File: src/standby_gpio_regs.vh
// Register offsets, field positions, reset values and timing counts
// for the standby GPIO event port. Included by the port module, its checker and the testbench.
`ifndef STANDBY_GPIO_REGS_VH
`define STANDBY_GPIO_REGS_VH

// ---------------------------------------------------------------
// Register indices (byte address is four times the index)
// ---------------------------------------------------------------
`define IDX_PIN_INDEX 8'h13
`define IDX_PIN_CONFIG 8'h14
`define IDX_OUT_VALUE 8'h08
`define IDX_IN_LEVEL 8'h09
`define IDX_EVENT_STATUS 8'h0a
`define ADDR_PIN_INDEX 12'h04c
`define ADDR_PIN_CONFIG 12'h050
`define ADDR_OUT_VALUE 12'h020
`define ADDR_IN_LEVEL 12'h024
`define ADDR_EVENT_STATUS 12'h028

// ---------------------------------------------------------------
// Configuration fields
// ---------------------------------------------------------------
`define CFG_OUT_EN 0
`define CFG_PUSH_PULL 1
`define CFG_PULL_UP 2
`define CFG_LOCK 3
`define CFG_LEVEL_TYPE 4
`define CFG_POLARITY 5
`define CFG_DEBOUNCE 6
`define CFG_RESET 8'h44
`define CFG_WRITE_MASK 8'h7f
`define CFG_INPUT_ONLY_MASK 8'h70
`define SEL_WRITE_MASK 8'h17
`define SEL_RESET 8'h00
`define OUT_RESET 8'h3f
`define BIDIR_MASK 8'h3f

// ---------------------------------------------------------------
// Timing
// ---------------------------------------------------------------
`define CLOCK_HZ 20000000
`define DEBOUNCE_MS 15
`define DEBOUNCE_TICK_CYCLES (`CLOCK_HZ / 1000)

`endif
File: src/standby_gpio_event_port.v
// Standby GPIO event port: eight pins, per-pin configuration behind an
// index register, data-out and data-in runtime registers, event status.
// Assumes an APB master, pins sampled synchronously, pad logic outside.
`timescale 1ns/1ps
`include "standby_gpio_regs.vh"

module standby_gpio_event_port (
    input wire clock,
    input wire rst,
    input wire standbyPowerUpRst,
    input wire controllerActive,
    input wire psel,
    input wire penable,
    input wire pwrite,
    input wire [11:0] paddr,
    input wire [31:0] pwdata,
    input wire [3:0] pstrb,
    output reg [31:0] prdata,
    output reg pready,
    output reg pslverr,
    input wire [7:0] pinIn,
    output reg [7:0] pinOut,
    output reg [7:0] pinOutEn,
    output reg [7:0] pinPullUpEn,
    output reg [7:0] eventPending
);

    // ---------------------------------------------------------------
    // Storage
    // ---------------------------------------------------------------
    reg [7:0] pinConfig [0:7];
    reg [7:0] pinIndex;
    reg [7:0] outValue;
    reg [7:0] eventStatus;
    reg [7:0] pinSample;
    reg [7:0] stableLevel;
    reg [7:0] prevDetect;
    reg [7:0] prevDetectValid;
    reg [3:0] bounceCount [0:7];
    reg [15:0] tickCount;
    reg msTick;

    wire [2:0] selPin = pinIndex[2:0];
    wire portZero = ~pinIndex[4];
    wire setupPhase = psel & ~penable;
    wire accessDone = psel & penable & pready;
    wire writeDone = accessDone & pwrite & pstrb[0];
    wire [7:0] wByte = pwdata[7:0];

    // ---------------------------------------------------------------
    // Address decoding
    // ---------------------------------------------------------------
    function mapped;
        input [11:0] a;
        begin
            case (a)
                `ADDR_PIN_INDEX: mapped = 1'b1;
                `ADDR_PIN_CONFIG: mapped = 1'b1;
                `ADDR_OUT_VALUE: mapped = 1'b1;
                `ADDR_IN_LEVEL: mapped = 1'b1;
                `ADDR_EVENT_STATUS: mapped = 1'b1;
                default: mapped = 1'b0;
            endcase
        end
    endfunction

    // Runtime registers vanish while the controller is inactive.
    function runtimeAddr;
        input [11:0] a;
        begin
            case (a)
                `ADDR_OUT_VALUE: runtimeAddr = 1'b1;
                `ADDR_IN_LEVEL: runtimeAddr = 1'b1;
                default: runtimeAddr = 1'b0;
            endcase
        end
    endfunction

    wire accessOk = mapped(paddr) & ~(runtimeAddr(paddr) & ~controllerActive);

    // ---------------------------------------------------------------
    // APB slave: one wait-free access phase, answer registered
    // ---------------------------------------------------------------
    reg [7:0] readByte;
    always @* begin
        readByte = 8'h00;
        case (paddr)
            `ADDR_PIN_INDEX: readByte = pinIndex;
            // Reserved port 1 reads as zero rather than aliasing port 0.
            `ADDR_PIN_CONFIG: readByte = portZero ? pinConfig[selPin] : 8'h00;
            `ADDR_OUT_VALUE: readByte = outValue;
            `ADDR_IN_LEVEL: readByte = pinSample;
            `ADDR_EVENT_STATUS: readByte = eventStatus;
            default: readByte = 8'h00;
        endcase
    end

    always @(posedge clock) begin
        if (rst) begin
            pready <= 1'b0;
            prdata <= 32'h00000000;
            pslverr <= 1'b0;
        end else begin
            pready <= setupPhase;
            if (setupPhase) begin
                prdata <= (accessOk & ~pwrite) ? {24'h000000, readByte} : 32'h00000000;
                pslverr <= ~accessOk;
            end else if (accessDone) begin
                pslverr <= 1'b0;
                prdata <= 32'h00000000;
            end
        end
    end

    // ---------------------------------------------------------------
    // Pin select and data out
    // ---------------------------------------------------------------
    wire wrIndex = writeDone & (paddr == `ADDR_PIN_INDEX);
    wire wrConfig = writeDone & (paddr == `ADDR_PIN_CONFIG) & portZero;
    wire wrOut = writeDone & (paddr == `ADDR_OUT_VALUE) & controllerActive;
    wire wrStatus = writeDone & (paddr == `ADDR_EVENT_STATUS);

    always @(posedge clock) begin
        if (rst) begin
            pinIndex <= `SEL_RESET;
        end else if (wrIndex) begin
            pinIndex <= wByte & `SEL_WRITE_MASK;
        end
    end

    reg [7:0] lockMask;
    integer k;
    always @* begin
        lockMask = 8'h00;
        for (k = 0; k < 8; k = k + 1) begin
            lockMask[k] = pinConfig[k][`CFG_LOCK];
        end
    end

    // A locked pin keeps its output value across software reset.
    always @(posedge clock) begin
        if (standbyPowerUpRst) begin
            outValue <= `OUT_RESET;
        end else if (rst) begin
            outValue <= (outValue & lockMask) | (`OUT_RESET & ~lockMask);
        end else if (wrOut) begin
            outValue <= ((wByte & `BIDIR_MASK) & ~lockMask) | (outValue & lockMask);
        end
    end

    // ---------------------------------------------------------------
    // Per-pin configuration, debounce and event detection
    // ---------------------------------------------------------------
    wire [7:0] bidirPins;
    wire [7:0] cfgHit;
    wire [7:0] lockedPin;
    wire [7:0] rawLevel;
    wire [7:0] bounced;
    wire [7:0] bounceDone;
    wire [7:0] debounceOn;
    wire [7:0] detectIn;
    wire [7:0] activeLevel;
    wire [7:0] edgeSeen;
    wire [7:0] eventHit;
    wire [7:0] clearHit;
    wire [7:0] outEnBits;
    wire [7:0] pushPullBits;
    wire [7:0] pullUpBits;
    wire [7:0] cfgMask [0:7];
    wire [7:0] keepMask [0:7];
    wire [7:0] merged [0:7];
    wire [7:0] nextCfg [0:7];
    wire [7:0] softCfg [0:7];

    genvar g;
    generate
        for (g = 0; g < 8; g = g + 1) begin : pinSlice
            assign bidirPins[g] = (g < 6);
            assign cfgMask[g] = (g < 6) ? `CFG_WRITE_MASK : `CFG_INPUT_ONLY_MASK;
            assign cfgHit[g] = wrConfig & (selPin == g);
            assign lockedPin[g] = pinConfig[g][`CFG_LOCK];
            assign keepMask[g] = lockedPin[g] ? 8'h0f : 8'h00;
            assign merged[g] = (wByte & cfgMask[g] & ~keepMask[g]) | (pinConfig[g] & keepMask[g]);
            // Lock is set-only: once set it stays until standby power-up.
            assign nextCfg[g] = {merged[g][7:4], merged[g][3] | lockedPin[g], merged[g][2:0]};
            assign softCfg[g] = (`CFG_RESET & cfgMask[g] & ~keepMask[g]) | (pinConfig[g] & keepMask[g]);
            assign rawLevel[g] = pinSample[g];
            assign bounced[g] = (rawLevel[g] != stableLevel[g]);
            assign bounceDone[g] = (bounceCount[g] == `DEBOUNCE_MS - 1);
            assign debounceOn[g] = pinConfig[g][`CFG_DEBOUNCE];
            assign detectIn[g] = debounceOn[g] ? stableLevel[g] : rawLevel[g];
            assign activeLevel[g] = ~(detectIn[g] ^ pinConfig[g][`CFG_POLARITY]);
            assign edgeSeen[g] = prevDetectValid[g] & (prevDetect[g] != detectIn[g]) & activeLevel[g];
            assign eventHit[g] = pinConfig[g][`CFG_LEVEL_TYPE] ? activeLevel[g] : edgeSeen[g];
            assign clearHit[g] = wrStatus & wByte[g];
            assign outEnBits[g] = pinConfig[g][`CFG_OUT_EN];
            assign pushPullBits[g] = pinConfig[g][`CFG_PUSH_PULL];
            assign pullUpBits[g] = pinConfig[g][`CFG_PULL_UP];
        end
    endgenerate

    // ---------------------------------------------------------------
    // Configuration storage
    // ---------------------------------------------------------------
    integer p;
    always @(posedge clock) begin
        for (p = 0; p < 8; p = p + 1) begin
            if (standbyPowerUpRst) begin
                pinConfig[p] <= `CFG_RESET & cfgMask[p];
            end else if (rst) begin
                // Software reset leaves a locked pin's bits 0-3 untouched.
                pinConfig[p] <= softCfg[p];
            end else if (cfgHit[p]) begin
                pinConfig[p] <= nextCfg[p];
            end
        end
    end

    // ---------------------------------------------------------------
    // Debounce timebase
    // ---------------------------------------------------------------
    // One shared millisecond tick keeps the per-pin counters at four bits.
    // Trade-off: the quiet period is 14 to 15 ms, as the tick phase is free.
    always @(posedge clock) begin
        if (rst) begin
            tickCount <= 16'h0000;
            msTick <= 1'b0;
        end else if (tickCount == `DEBOUNCE_TICK_CYCLES - 1) begin
            tickCount <= 16'h0000;
            msTick <= 1'b1;
        end else begin
            tickCount <= tickCount + 16'h0001;
            msTick <= 1'b0;
        end
    end

    // ---------------------------------------------------------------
    // Per-pin debounce
    // ---------------------------------------------------------------
    // Counter restarts whenever the raw input matches the held level again.
    integer q;
    always @(posedge clock) begin
        for (q = 0; q < 8; q = q + 1) begin
            if (rst) begin
                bounceCount[q] <= 4'h0;
                stableLevel[q] <= 1'b1;
            end else if (!bounced[q]) begin
                bounceCount[q] <= 4'h0;
            end else if (msTick & bounceDone[q]) begin
                bounceCount[q] <= 4'h0;
                stableLevel[q] <= rawLevel[q];
            end else if (msTick) begin
                bounceCount[q] <= bounceCount[q] + 4'h1;
            end
        end
    end

    // ---------------------------------------------------------------
    // Event detection and status
    // ---------------------------------------------------------------
    always @(posedge clock) begin
        if (rst) begin
            eventStatus <= 8'h00;
            prevDetect <= 8'h00;
            prevDetectValid <= 8'h00;
        end else begin
            prevDetect <= detectIn;
            prevDetectValid <= 8'hff;
            // Set wins over a clear in the same cycle.
            eventStatus <= eventHit | (eventStatus & ~clearHit);
        end
    end

    // ---------------------------------------------------------------
    // Pin drivers
    // ---------------------------------------------------------------
    // Open-drain drives only low; push-pull drives both levels.
    always @(posedge clock) begin
        if (rst) begin
            pinOut <= 8'h00;
            pinOutEn <= 8'h00;
            pinPullUpEn <= 8'h00;
        end else begin
            pinOut <= bidirPins & outValue;
            pinOutEn <= bidirPins & outEnBits & (pushPullBits | ~outValue);
            pinPullUpEn <= pullUpBits;
        end
    end

    // ---------------------------------------------------------------
    // Sampled pins and pending copy
    // ---------------------------------------------------------------

    always @(posedge clock) begin
        if (rst) begin
            pinSample <= 8'h00;
            eventPending <= 8'h00;
        end else begin
            pinSample <= pinIn;
            eventPending <= eventStatus;
        end
    end

endmodule

File: config.mk
export PLATFORM = sky130hd
export DESIGN_NAME = standby_gpio_event_port
export DESIGN_NICKNAME = d
export VERILOG_FILES = /design/src/standby_gpio_event_port.v
export VERILOG_INCLUDE_DIRS = /design/src
export SDC_FILE = /design/constraint.sdc
export NUM_CORES = 1
export LEC_CHECK = 0
export BUFFER_PORTS_ARGS = -buffer_cell sky130_fd_sc_hd__buf_2
export CAP_MARGIN = 10
export CORE_UTILIZATION = 57
export DETAILED_ROUTE_END_ITERATION = 8
export PLACE_DENSITY = 0.79
export SYNTH_ARGS = -nofsm -noshare
export SYNTH_HDL_FRONTEND = slang
export SYNTH_SLANG_ARGS = --single-unit
File: constraint.sdc
create_clock -name clock -period 3 [get_ports clock]
set_input_delay 0.6 -clock clock [delete_from_list [all_inputs] [get_ports clock]]
set_output_delay 0.6 -clock clock [all_outputs]
set_load 0.01 [all_outputs]
# ---- Yosys cells after proc, flatten, opt, wreduce, memory -nomap -nowiden
# Memories as Yosys holds them, arrays and structs flattened. A register that Yosys moved wholly into a read port is not among the register bits.
# Cells that the tools add are included.
dict set report totals {
  ram_bits 96
  out_inout_bits 66
  register_bits 135
  n_memories 2
  inputBits 63
  word_cells 467
}
dict set report op_classes {
  n_mux 206
  n_reduce_logical 14
  bitwise 175
  n_eq_ne 37
  n_addsub 9
}
# name words word_bits read_ports rd_clocked_by_memory_dff write_ports line_no
set mem_list {}
lappend mem_list {pinConfig 8 8 9 1 8 standby_gpio_event_port.v:31} ;# reg [7:0] pinConfig [0:7];
lappend mem_list {bounceCount 8 4 8 0 8 standby_gpio_event_port.v:39} ;# reg [3:0] bounceCount [0:7];
# op n
set ops {}
lappend ops {{2-to-1 mux 8 bit} 21}
lappend ops {{2-to-1 mux 1 bit} 148}
lappend ops {{2-to-1 mux 4 bit} 32}
lappend ops {{bitwise OR 8 bit} 11}
lappend ops {{bitwise AND 7 x 8 -> 8 bit} 8}
lappend ops {{bitwise AND 8 x 4 -> 8 bit} 8}
lappend ops {{2-to-1 mux 32 bit} 2}
lappend ops {{inverter 4 -> 8 bit} 8}
lappend ops {{bitwise OR 7 x 8 -> 8 bit} 8}
lappend ops {{bitwise AND 1 bit} 54}
lappend ops {{bitwise OR 1 bit} 48}
lappend ops {{one-hot mux 8 bit (5 select lines)} 1}
lappend ops {{== test 12 x 6 -> 1 bit, second input constant} 3}
lappend ops {{adder 4 x 1 -> 4 bit, second input constant} 8}
lappend ops {{== test 4 bit, second input constant} 8}
lappend ops {{== test 12 x 7 -> 1 bit, second input constant} 2}
lappend ops {{inverter 8 bit} 3}
lappend ops {{adder 16 x 1 -> 16 bit, second input constant} 1}
lappend ops {{bitwise AND 6 x 8 -> 8 bit} 2}
lappend ops {{bitwise AND 8 bit} 2}
lappend ops {{== test 16 x 15 -> 1 bit, second input constant} 1}
lappend ops {{!= test 1 bit} 16}
lappend ops {{AND reduction 2 bit} 8}
lappend ops {{inverter 1 bit} 14}
lappend ops {{other kinds (10)} 24}

# ---- Depth between registers and ports, before layout
# Gate-level depths: netlist of run 1.
dict set report depth {
  ltp_word 12
  depth_mapped 7
}

# ---- Worst setup path before layout of run 1
# OpenSTA, ideal clock, no wires.
dict set report synth_timing {
  path_kind {input -> register}
  from {in paddr[11]}
  to {mem pinConfig[0][0] (enable)}
  n_path_buf 1
  setup_ns 0.344
  slack_ns 0.375
  path_stages 6
  arrival_time_ns 2.281
  cell_sequence {or4_4 > nor4_4 > nand4b_1 > or3_1 > clkbuf_1 > o21ai_0}
}
# element line_no
set synth_lines {}
lappend synth_lines {{start: declaration} standby_gpio_event_port.v:15} ;# input wire [11:0] paddr,
lappend synth_lines {{end: declaration} standby_gpio_event_port.v:31}

==> metrics.md, run 1 <==
| Metric | Value |
|---|---|
| Run status | `finished, violations left` |
| Failing checks | `DRC` |
| Distinct cells, synth | `64` |
| Total global-route track usage | `between 20% and 30%` |
| Arr. time, crit path | `around 2600 ps` |
| Clock skew | `approximately 11 ps` |
| Half-perimeter wire length after detailed placement | `roughly 14000 µm` |
| Largest net degree at the start of global routing | `33` |
| Fraction of synthesized cell area taken by the top area cell type | `between 20% and 30%` |
| CP delay by family, top | `simple AND/OR/NAND/NOR gates` |
| Hold violation total from the final report | `0` |
| Wirelength per Cell | `17.8 µm` |
| CTS tree | `yes` |
| Number of antenna repair diodes | `0` |
| VDD IR-drop max | `approximately 0.41 mV` |
| Initial cell density of the core | `between 50 and 60%` |
| Mean instance size in the synthesized netlist | `10.3 µm²` |
| Router iterations before antenna repair | `7` |
| Final period util | `approximately 82%` |
| Worst-case setup slack after placement | `roughly 150 ps` |
| Count of buffers from port buffering | `71` |
| Synth Flop Type | `sky130_fd_sc_hd__dfxtp_1` |
| Root buffer cell | `sky130_fd_sc_hd__clkbuf_16` |
| Register bit total from synthesis | `about 180` |
| Insertion delay to the later sink of the worst-skew pair | `440 ps` |
| PostCTS Resize Cnt | `0` |
| Slew Viols, Final | `0` |
| Actual transition at the worst max-transition pin | `825 ps` |
| Final total negative setup slack | `0 ps` |
| CP Max Fanout | `4` |
| Die boundary height | `roughly 130 µm` |
| Total CTS buffers | `17` |
| Placer's final routability congestion estimate | `approximately 0.82` |
| H-tree depth | `4` |
| Worst hold path depth | `2` |
| Most frequent cells in the layout | `sky130_fd_sc_hd__nor2_1, sky130_fd_sc_hd__dfxtp_1, sky130_fd_sc_hd__edfxtp_1, sky130_fd_sc_hd__buf_2, sky130_fd_sc_hd__nand2_1` |
| Total wire length | `19700 µm` |
| Via count of the first global-routing pass | `around 6200` |
| Hold wc startpoint | `pinIn[5]` |
| Critical path endpoint category | `register` |
| Number of buffers added for setup after CTS | `0` |
| WS Path Type | `input pin to register` |
| Number of synthesized flops with an enable pin | `80` |
| Commonest non-fill, non-tap cell in the layout | `sky130_fd_sc_hd__nor2_1` |
| Final setup violating endpoints | `0` |
| Total Die Area | `approximately 16000 µm²` |
| Time the final worst path needs with I/O delays and setup | `about 2500 ps` |
| Max Cap Viol | `0` |
| Gr ovfl total | `0` |
| Number of DRC violations after detailed-routing iteration 0 | `roughly 710` |
| Synth async-reset ratio | `0%` |
| Total I/O pin count | `~130` |
| Routed Antenna Nets | `0` |
| Vias per cell | `about 5.9` |
| Clk buf depth | `2` |
| Hold crit path type | `input pin to register` |
| Buf+Inv Stages, Crit Path | `2` |
| Die Wd | `125 µm` |
| Critical path's slowest cell | `sky130_fd_sc_hd__or4_4` |
| Reg2Reg Setup Slack | `660 ps` |
| Gate count after technology mapping | `840` |
| Worst-path cell chain | `buf_2 -> or4_4 -> nor4_4 -> buf_4 -> nand4_1 -> or2_2 -> o21ai_0` |
| Post-synthesis instance area | `~8600 µm²` |
| Share of final-layout standard cells stronger than drive strength 1 | `between 10% and 20%` |
| Destination of the worst register-to-register timing path | `prdata[0]` |
| Hold-fix buffers, CTS | `0` |
| Clk slew on worst S/H paths | `roughly 60 ps` |
| Area of the core | `14600 µm²` |
| Initial antenna violation count | `0` |
| Total number of yosys warnings | `0` |
| Layout Nets | `990` |
| Sequential-to-total area share from yosys stat | `50.8%` |
| Area added between synthesis and finish | `12.1%` |
| Pleak | `3.72 nW` |
| Cell Pwr Density | `~540 nW/µm²` |
| Worst R2R Path Depth | `5` |
| Via count | `around 6500` |
| Critical Path Start Type | `input pin` |
| Worst slew margin relative to its limit | `~45%` |
| Max incr delay on CP | `~550 ps` |
| Wire length of the first global-routing pass | `between 30000 and 40000 µm` |
| Cell row count | `44` |
| Main area contributors after synthesis | `sky130_fd_sc_hd__edfxtp_1, sky130_fd_sc_hd__dfxtp_1, sky130_fd_sc_hd__nor2_1, sky130_fd_sc_hd__nor2b_1, sky130_fd_sc_hd__buf_4` |
| Post-route setup slack | `about 540 ps` |
| Critical path required time | `3090 ps` |
| CTS Sinks | `about 180` |
| Hold Crit Endpoint | `pinSample[5]` |
| Unrepaired setup endpoints after global routing | `no` |
| Drc violations | `20` |
| Highest attainable clock frequency | `between 0.4 and 0.5 GHz` |
| Cell taking the most area after synthesis | `sky130_fd_sc_hd__edfxtp_1` |
## final cells by class
| type | instances | area (µm²) |
|---|---|---|
| clock buffer | 22 | 518 |
| clock inverter | 10 | 90.1 |
| fill | 1127 | 4960 |
| inverter | 19 | 71.3 |
| multi-input combinational | 601 | 3870 |
| sequential | 179 | 4380 |
| tap | 184 | 230 |
| timing repair buffer | 92 | 513 |
## per-stage QoR
step	hold WS [ps]	cells	total power [mW]	utilization [%]	cell area [µm²]
6_report	380	1107	5.24	66.1	9680
3_3_place_gp	424	1075	3.03	61.9	9070
4_1_cts	368	1107	5.25	66.1	9680
5_1_grt	392	1107	5.40	66.1	9680
3_5_place_dp	438	1075	3.04	61.9	9070
2_1_floorplan	413	869	2.95	-	8740
## registers in the layout, indices dropped and copies added, names as in the netlist, named ones only
register and flops:
prdata 8, prevDetectValid 1, pinOut 6, eventStatus 8
tickCount 16, eventPending 8, msTick 1, pinSample 8
pready 1, outValue 6, stableLevel 8, prevDetect 8
pinIndex 4, pinOutEn 6, pslverr 1, pinPullUpEn 6
pinConfig 48, bounceCount 32
## synthesized netlist by cell type (6+ instances only)
cell	n
sky130_fd_sc_hd__and2_1	10
sky130_fd_sc_hd__a31oi_1	8
sky130_fd_sc_hd__xor2_1	21
sky130_fd_sc_hd__nand4_1	14
sky130_fd_sc_hd__nor3b_1	6
sky130_fd_sc_hd__o211ai_1	11
sky130_fd_sc_hd__xnor2_1	17
sky130_fd_sc_hd__a21oi_1	23
sky130_fd_sc_hd__nand2_1	49
sky130_fd_sc_hd__edfxtp_1	80
sky130_fd_sc_hd__nor2b_1	43
sky130_fd_sc_hd__and3_1	11
sky130_fd_sc_hd__mux2_2	11
sky130_fd_sc_hd__nand2b_1	33
sky130_fd_sc_hd__nor2_1	104
sky130_fd_sc_hd__or3_1	12
sky130_fd_sc_hd__nand3_1	45
sky130_fd_sc_hd__dfxtp_1	99
sky130_fd_sc_hd__a22o_1	7
sky130_fd_sc_hd__nor3_1	13
sky130_fd_sc_hd__clkbuf_1	25
sky130_fd_sc_hd__o21ai_1	6
sky130_fd_sc_hd__mux4_2	10
sky130_fd_sc_hd__mux2i_1	18
sky130_fd_sc_hd__inv_1	16
sky130_fd_sc_hd__buf_4	31
sky130_fd_sc_hd__o21ai_0	19
sky130_fd_sc_hd__ha_1	17
## how the worst max path moves through the flow
stage              start               to  slack [ps]  depth (start not counted)
2_1_floorplan  paddr[11]  pinConfig[0][0]         370                          6
3_3_place_gp   paddr[11]  pinConfig[3][0]         200                          7
3_5_place_dp   paddr[11]  pinConfig[3][0]         150                          7
4_1_cts        paddr[11]  pinConfig[3][2]         610                          7
5_1_grt        paddr[11]  pinConfig[5][0]         480                          7
6_report       paddr[11]  pinConfig[5][2]         540                          7
## layer usage
| metal | vias to the layer above | wire (µm) | GRT usage (%) |
|---|---|---|---|
| met4 | 0 | 789 | 14.1 |
| met3 | 57 | 1760 | 5.69 |
| li1 | 3069 | - | - |
| met5 | - | 0 | 0 |
| met1 | 3040 | 8130 | 34.0 |
| met2 | 331 | 8990 | 41.1 |
## power breakdown
group,switching [mW],leakage [nW],internal [mW]
clock,0.924,0.307,1.32
combinational,0.185,1.79,0.111
sequential,0.0759,1.63,2.62
## logic make-up (layout without fill, tap and decap cells)
family | count (synthesis) | count (layout) | synth area share (%)
buffers and inverters | 89 | 143 | 5.65
AO/OA/AOI/OAI | 104 | 104 | 7.84
XOR/XNOR | 38 | 38 | 3.85
other | 1 | 30 | 0.0434
AND/OR/NAND/NOR | 373 | 373 | 23.3
multiplexers | 39 | 39 | 6.13
adder cells (fa/ha/maj) | 17 | 17 | 2.46
flip-flops | 179 | 179 | 50.8
Note: power is estimated with default switching activity, not from simulation.
==> run 2: changes to the inputs <==
==> constraint.sdc (replaced) <==
create_clock -name clock -period 2.5 [get_ports clock]
set_input_delay 0.5 -clock clock [delete_from_list [all_inputs] [get_ports clock]]
set_output_delay 0.5 -clock clock [all_outputs]
set_load 0.01 [all_outputs]
==> run 2 against run 1 <==
The flow still finishes with violations (DRC); sequential share of layout area down 0.54 points; flip-flop and latch count unchanged; power up 17%; clock power up 13%; sequential power up 20%; first-iteration DRC count down 6.8%; combinational power up 22%; worst hold slack worse by 110 ps; wire length up 0.97%; cell count up 1.9%; global-route usage up 0.29 points; clock skew down 4.7 ps; critical path type unchanged; highest routed layer unchanged.
==> metrics.md, run 2 (synthesized netlist as in run 1, its figures left out) <==
| Metric | Value |
|---|---|
| Total CTS buffers | `17` |
| H-tree depth | `4` |
| Routed Antenna Nets | `0` |
| Post-route setup slack | `242 ps` |
| CTS tree | `yes` |
| CTS Sinks | `between 150 and 200` |
| Count of buffers from port buffering | `71` |
| PostCTS Resize Cnt | `0` |
| Top reg by flops | `pinConfig` |
| Largest registers | `pinConfig x48, bounceCount x32, tickCount x16` |
| Fillers | `around 1100` |
| Hold violation total from the final report | `0` |
| Worst slew margin relative to its limit | `47.4%` |
| Failing checks | `DRC` |
| Total wire length | `~20000 µm` |
| Cell mode on critical path | `sky130_fd_sc_hd__buf_4` |
| Wire length of the first global-routing pass | `approximately 32000 µm` |
| Final total negative setup slack | `0 ps` |
| Via count of the first global-routing pass | `just over 6000` |
| Total Die Area | `15600 µm²` |
| Hold-fix buffers, CTS | `0` |
| Cell row count | `44` |
| Die boundary height | `roughly 130 µm` |
| Cell Pwr Density | `~620 nW/µm²` |
| Clk slew on worst S/H paths | `roughly 60 ps` |
| Wirelength per Cell | `approximately 18 µm` |
| Root buffer cell | `sky130_fd_sc_hd__clkbuf_16` |
| Critical path required time | `roughly 2700 ps` |
| Total I/O pin count | `approximately 130` |
| Final setup violating endpoints | `0` |
| Run status | `finished, violations left` |
| Time the final worst path needs with I/O delays and setup | `2260 ps` |
| Area added between synthesis and finish | `13.4%` |
| Die Wd | `between 100 and 150 µm` |
| Slew Viols, Final | `0` |
| Flip-flop count of the largest register after layout | `48` |
| Clock skew | `between 6 and 7 ps` |
| Gr ovfl total | `0` |
| Hold crit path type | `input pin to register` |
| Max Cap Viol | `0` |
| Highest attainable clock frequency | `roughly 0.44 GHz` |
| Initial antenna violation count | `0` |
| Critical Path Start Type | `input pin` |
| Area of the core | `about 15000 µm²` |
| Pleak | `between 3 and 4 nW` |
| Worst-path cell chain | `buf_2 -> or4_4 -> nor4_4 -> buf_4 -> nand4_1 -> or2_2 -> o21ai_0 -> buf_4` |
| Drc violations | `18` |
| CP delay by family, top | `simple AND/OR/NAND/NOR gates` |
| Unrepaired setup endpoints after global routing | `no` |
| Number of DRC violations after detailed-routing iteration 0 | `approximately 660` |
| WS Path Type | `input pin to register` |
| Commonest non-fill, non-tap cell in the layout | `sky130_fd_sc_hd__nor2_1` |
| Placer's final routability congestion estimate | `between 0.8 and 0.9` |
| Router iterations before antenna repair | `7` |
| Initial cell density of the core | `about 60%` |
| Clk buf depth | `2` |
| Placed Instance Area | `approximately 9200 µm²` |
| Buf+Inv Stages, Crit Path | `3` |
| Insertion delay to the later sink of the worst-skew pair | `approximately 430 ps` |
| Max incr delay on CP | `approximately 550 ps` |
| CP Max Fanout | `4` |
| Number of buffers added for setup after CTS | `0` |
| Share of final-layout standard cells stronger than drive strength 1 | `19.3%` |
| Layout Nets | `1011` |
| Arr. time, crit path | `2410 ps` |
| Total global-route track usage | `26.5%` |
| Number of antenna repair diodes | `0` |
| VDD IR-drop max | `between 0.4 and 0.5 mV` |
| Tightest hold margin | `275 ps` |
| Area of all placed cells without fillers | `approximately 9800 µm²` |
| Via count | `6541` |
| Critical path's slowest cell | `sky130_fd_sc_hd__or4_4` |
| Most frequent cells in the layout | `sky130_fd_sc_hd__nor2_1, sky130_fd_sc_hd__dfxtp_1, sky130_fd_sc_hd__edfxtp_1, sky130_fd_sc_hd__buf_2, sky130_fd_sc_hd__nand2_1` |
| Actual transition at the worst max-transition pin | `783 ps` |
| Critical path endpoint category | `register` |
| Final period util | `between 90% and 100%` |
| Largest net degree at the start of global routing | `56` |
| Worst-case setup slack after placement | `-151 ps` |
| Vias per cell | `approximately 5.8` |
| Half-perimeter wire length after detailed placement | `14200 µm` |
-- run 2: changes by cell type in the layout (fill, tap and decap cells not counted), sizes merged --
| cell | delta |
|---|---|
| buf | +21 |
| clkinv | -1 |
| clkbuf | +1 |
-- run 2: routing by layer --
metal  vias up  track usage (%)  share of wire, %
met1      3127             35.9                44
met4         0             8.39               2.0
met3        36             6.59               8.3
li1       3098                -                 -
met2       280             41.8                46
met5         -                0                 0
-- run 2: worst paths after layout --
check               startpoint         endpoint  slack [ps]  cells past startpoint
hold / removal        pinIn[2]     pinSample[2]         270                      2
hold reg to reg   tickCount[0]     tickCount[0]         450                      1
setup reg to reg        pready  pinConfig[5][1]         340                      7
setup / recovery     paddr[11]  pinConfig[5][1]         240                      8
-- run 2: area by class of cell --
class	instances	area [µm²]	share of cell area, %
clock buffers	23	479	4.89
clock inverters	9	75.1	0.766
inverters	19	71.3	0.728
multi-input cells	601	3870	39.5
flip-flops and latches	179	4380	44.8
well taps	184	230	2.35
repair buffers	113	683	6.97
-- run 2: where the power goes --
part,switching [mW],leakage [nW],internal (mW)
sequential,0.0900,1.63,3.15
combinational,0.223,1.89,0.138
clock,1.07,0.281,1.45
-- run 2: per-stage QoR --
stage	util (%)	total power, mW	cells
after floorplan	-	3.54	869
after global placement	63.1	3.64	1096
after detailed placement	63.1	3.66	1096
after CTS	66.9	6.14	1128
after global routing	66.9	6.33	1128
final	66.9	6.12	1128
-- run 2: worst reg2reg max path, delay by kind of cell, from the launching register on --
kind	cells	cell delay, ps
compound gates	1	170
buf+inv	2	350
flops	1	340
simple gates	4	1030
==> run 3: changes to the inputs <==
==> constraint.sdc (replaced) <==
create_clock -name clock -period 2.5 [get_ports clock]
set_input_delay 0.25 -clock clock [delete_from_list [all_inputs] [get_ports clock]]
set_output_delay 0.25 -clock clock [all_outputs]
set_load 0.01 [all_outputs]
==> run 3 against run 2 <==
The run still ends with DRC left; clock skew grew 4.6 ps; power is 3.7% higher; wire length increased by 0.61%; cell count shrank 1.1%; cell area fell by 0.55%; combinational power about the same; via count shrank 0.23%; clock power increased by 8.7%; critical path depth fell by 1; non-clock buffer count decreased by 12; register-to-register slack lost 30 ps.
==> metrics.md, run 3 (synthesized netlist as in run 1, its figures left out) <==
| Metric | Value |
|---|---|
| Placer's final routability congestion estimate | `0.861` |
| Total Die Area | `15600 µm²` |
| Final period util | `about 87%` |
| Number of antenna repair diodes | `0` |
| Critical path's slowest cell | `sky130_fd_sc_hd__or2_2` |
| Final setup violating endpoints | `0` |
| Cell Pwr Density | `651 nW/µm²` |
| Actual transition at the worst max-transition pin | `about 790 ps` |
| Power, Total | `around 6.3 mW` |
| VDD IR-drop max | `0.519 mV` |
| Unrepaired setup endpoints after global routing | `no` |
| Wirelength per Cell | `about 18 µm` |
| Highest attainable clock frequency | `roughly 0.46 GHz` |
| Gr ovfl total | `0` |
| Max Cap Viol | `0` |
| Critical path launch point | `pready` |
| PostCTS Resize Cnt | `0` |
| Die boundary height | `between 100 and 150 µm` |
| Flip-flop count of the largest register after layout | `48` |
| Root buffer cell | `sky130_fd_sc_hd__clkbuf_16` |
| Initial antenna violation count | `0` |
| CP Max Fanout | `5` |
| Wire length of the first global-routing pass | `around 32000 µm` |
| Via count | `approximately 6500` |
| Worst-path cell chain | `nand4_1 -> nor4_4 -> buf_4 -> nand4_1 -> or2_2 -> o21ai_0 -> buf_4` |
| Slew Viols, Final | `0` |
| Worst slew margin relative to its limit | `around 47%` |
| Routed Antenna Nets | `0` |
| WS Path Type | `register to register` |
| Hold crit path type | `input pin to register` |
| Share of final-layout standard cells stronger than drive strength 1 | `between 10% and 20%` |
| Failing checks | `DRC` |
| Largest net degree at the start of global routing | `34` |
| H-tree depth | `4` |
| CTS Sinks | `about 180` |
| Fillers | `1126` |
| Commonest non-fill, non-tap cell in the layout | `sky130_fd_sc_hd__nor2_1` |
| Initial cell density of the core | `approximately 60%` |
| Number of buffers added for setup after CTS | `0` |
| Clk buf depth | `2` |
| Total global-route track usage | `around a quarter` |
| Half-perimeter wire length after detailed placement | `about 14000 µm` |
| Insertion delay to the later sink of the worst-skew pair | `~430 ps` |
| Top reg by flops | `pinConfig` |
| Time the final worst path needs with I/O delays and setup | `2190 ps` |
| Area added between synthesis and finish | `12.8%` |
| Drc violations | `20` |
| Critical Path Start Type | `register` |
| Total CTS buffers | `17` |
| Pleak | `between 3 and 4 nW` |
| Die Wd | `about 130 µm` |
| Layout Nets | `~1000` |
| Run status | `finished, violations left` |
| Critical path required time | `2660 ps` |
| Hold wc startpoint | `pinIn[0]` |
| Total wire length | `about 20000 µm` |
| R2r startpoint | `pready` |
| CTS tree | `yes` |
| Arr. time, crit path | `2340 ps` |
| Clk slew on worst S/H paths | `roughly 70 ps` |
| Count of buffers from port buffering | `between 70 and 80` |
| Area of the core | `approximately 15000 µm²` |
| Via count of the first global-routing pass | `6092` |
| Hold violation total from the final report | `0` |
| Most frequent cells in the layout | `sky130_fd_sc_hd__nor2_1, sky130_fd_sc_hd__dfxtp_1, sky130_fd_sc_hd__edfxtp_1, sky130_fd_sc_hd__buf_2, sky130_fd_sc_hd__nand2_1` |
| Critical path endpoint category | `register` |
| Cell row count | `44` |
| Final total negative setup slack | `0 ps` |
| Total I/O pin count | `around 130` |
| Max incr delay on CP | `around 390 ps` |
| Clock skew | `approximately 11 ps` |
| Router iterations before antenna repair | `7` |
| Largest registers | `pinConfig x48, bounceCount x32, tickCount x16` |
| Hold-fix buffers, CTS | `0` |
| Vias per cell | `around 5.8` |
| Number of DRC violations after detailed-routing iteration 0 | `around 700` |
-- run 3: cell type report --
| type | instances | area (µm²) | area share, % |
|---|---|---|---|
| multi-input cells | 601 | 3870 | 39.8 |
| flip-flops and latches | 179 | 4380 | 45.0 |
| repair buffers | 101 | 581 | 5.96 |
| well taps | 184 | 230 | 2.36 |
| inverters | 19 | 71.3 | 0.732 |
| clock buffers | 18 | 429 | 4.41 |
| clock inverters | 14 | 174 | 1.79 |
-- run 3: power by group --
part	leakage, nW	internal (mW)	switching (mW)
Sequential	1.63	3.15	0.0913
Clock	0.291	1.59	1.16
Combinational	1.83	0.137	0.223
Total	3.75	4.87	1.47
-- run 3: stage by stage --
| stage | hold slack (ps) | setup slack, ps | std cells | cell area [µm²] | utilization (%) |
|---|---|---|---|---|---|
| after floorplan | 378 | 225 | 869 | 8740 | - |
| after global placement | 425 | 118 | 1084 | 9140 | 62.4 |
| after detailed placement | 432 | 74.2 | 1084 | 9140 | 62.4 |
| after CTS | 13.3 | 287 | 1116 | 9740 | 66.5 |
| after global routing | 29.4 | 192 | 1116 | 9740 | 66.5 |
| final | 18.1 | 313 | 1116 | 9740 | 66.5 |
-- run 3: worst paths after layout --
path                      to  slack, ps  cells past startpoint
max reg2reg  pinConfig[5][0]        310                      7
min reg2reg     tickCount[0]        440                      1
max          pinConfig[5][0]        310                      7
min             pinSample[0]         20                      2
-- run 3: routing by layer --
metal / GRT usage [%] / vias up / wire (µm)
met5: 0 / - / 0
met4: 10.2 / 0 / 539
met3: 5.95 / 54 / 1560
met2: 41.5 / 299 / 9250
met1: 35.2 / 3091 / 8630
li1: - / 3082 / -
-- run 3: critical path: cells and delay by family (launching register included) --
family,cells,cell delay (ps)
AOI/OAI and AO/OA,1,210
buffers and inverters,2,340
DFF,1,340
and+or+nand+nor,4,1030
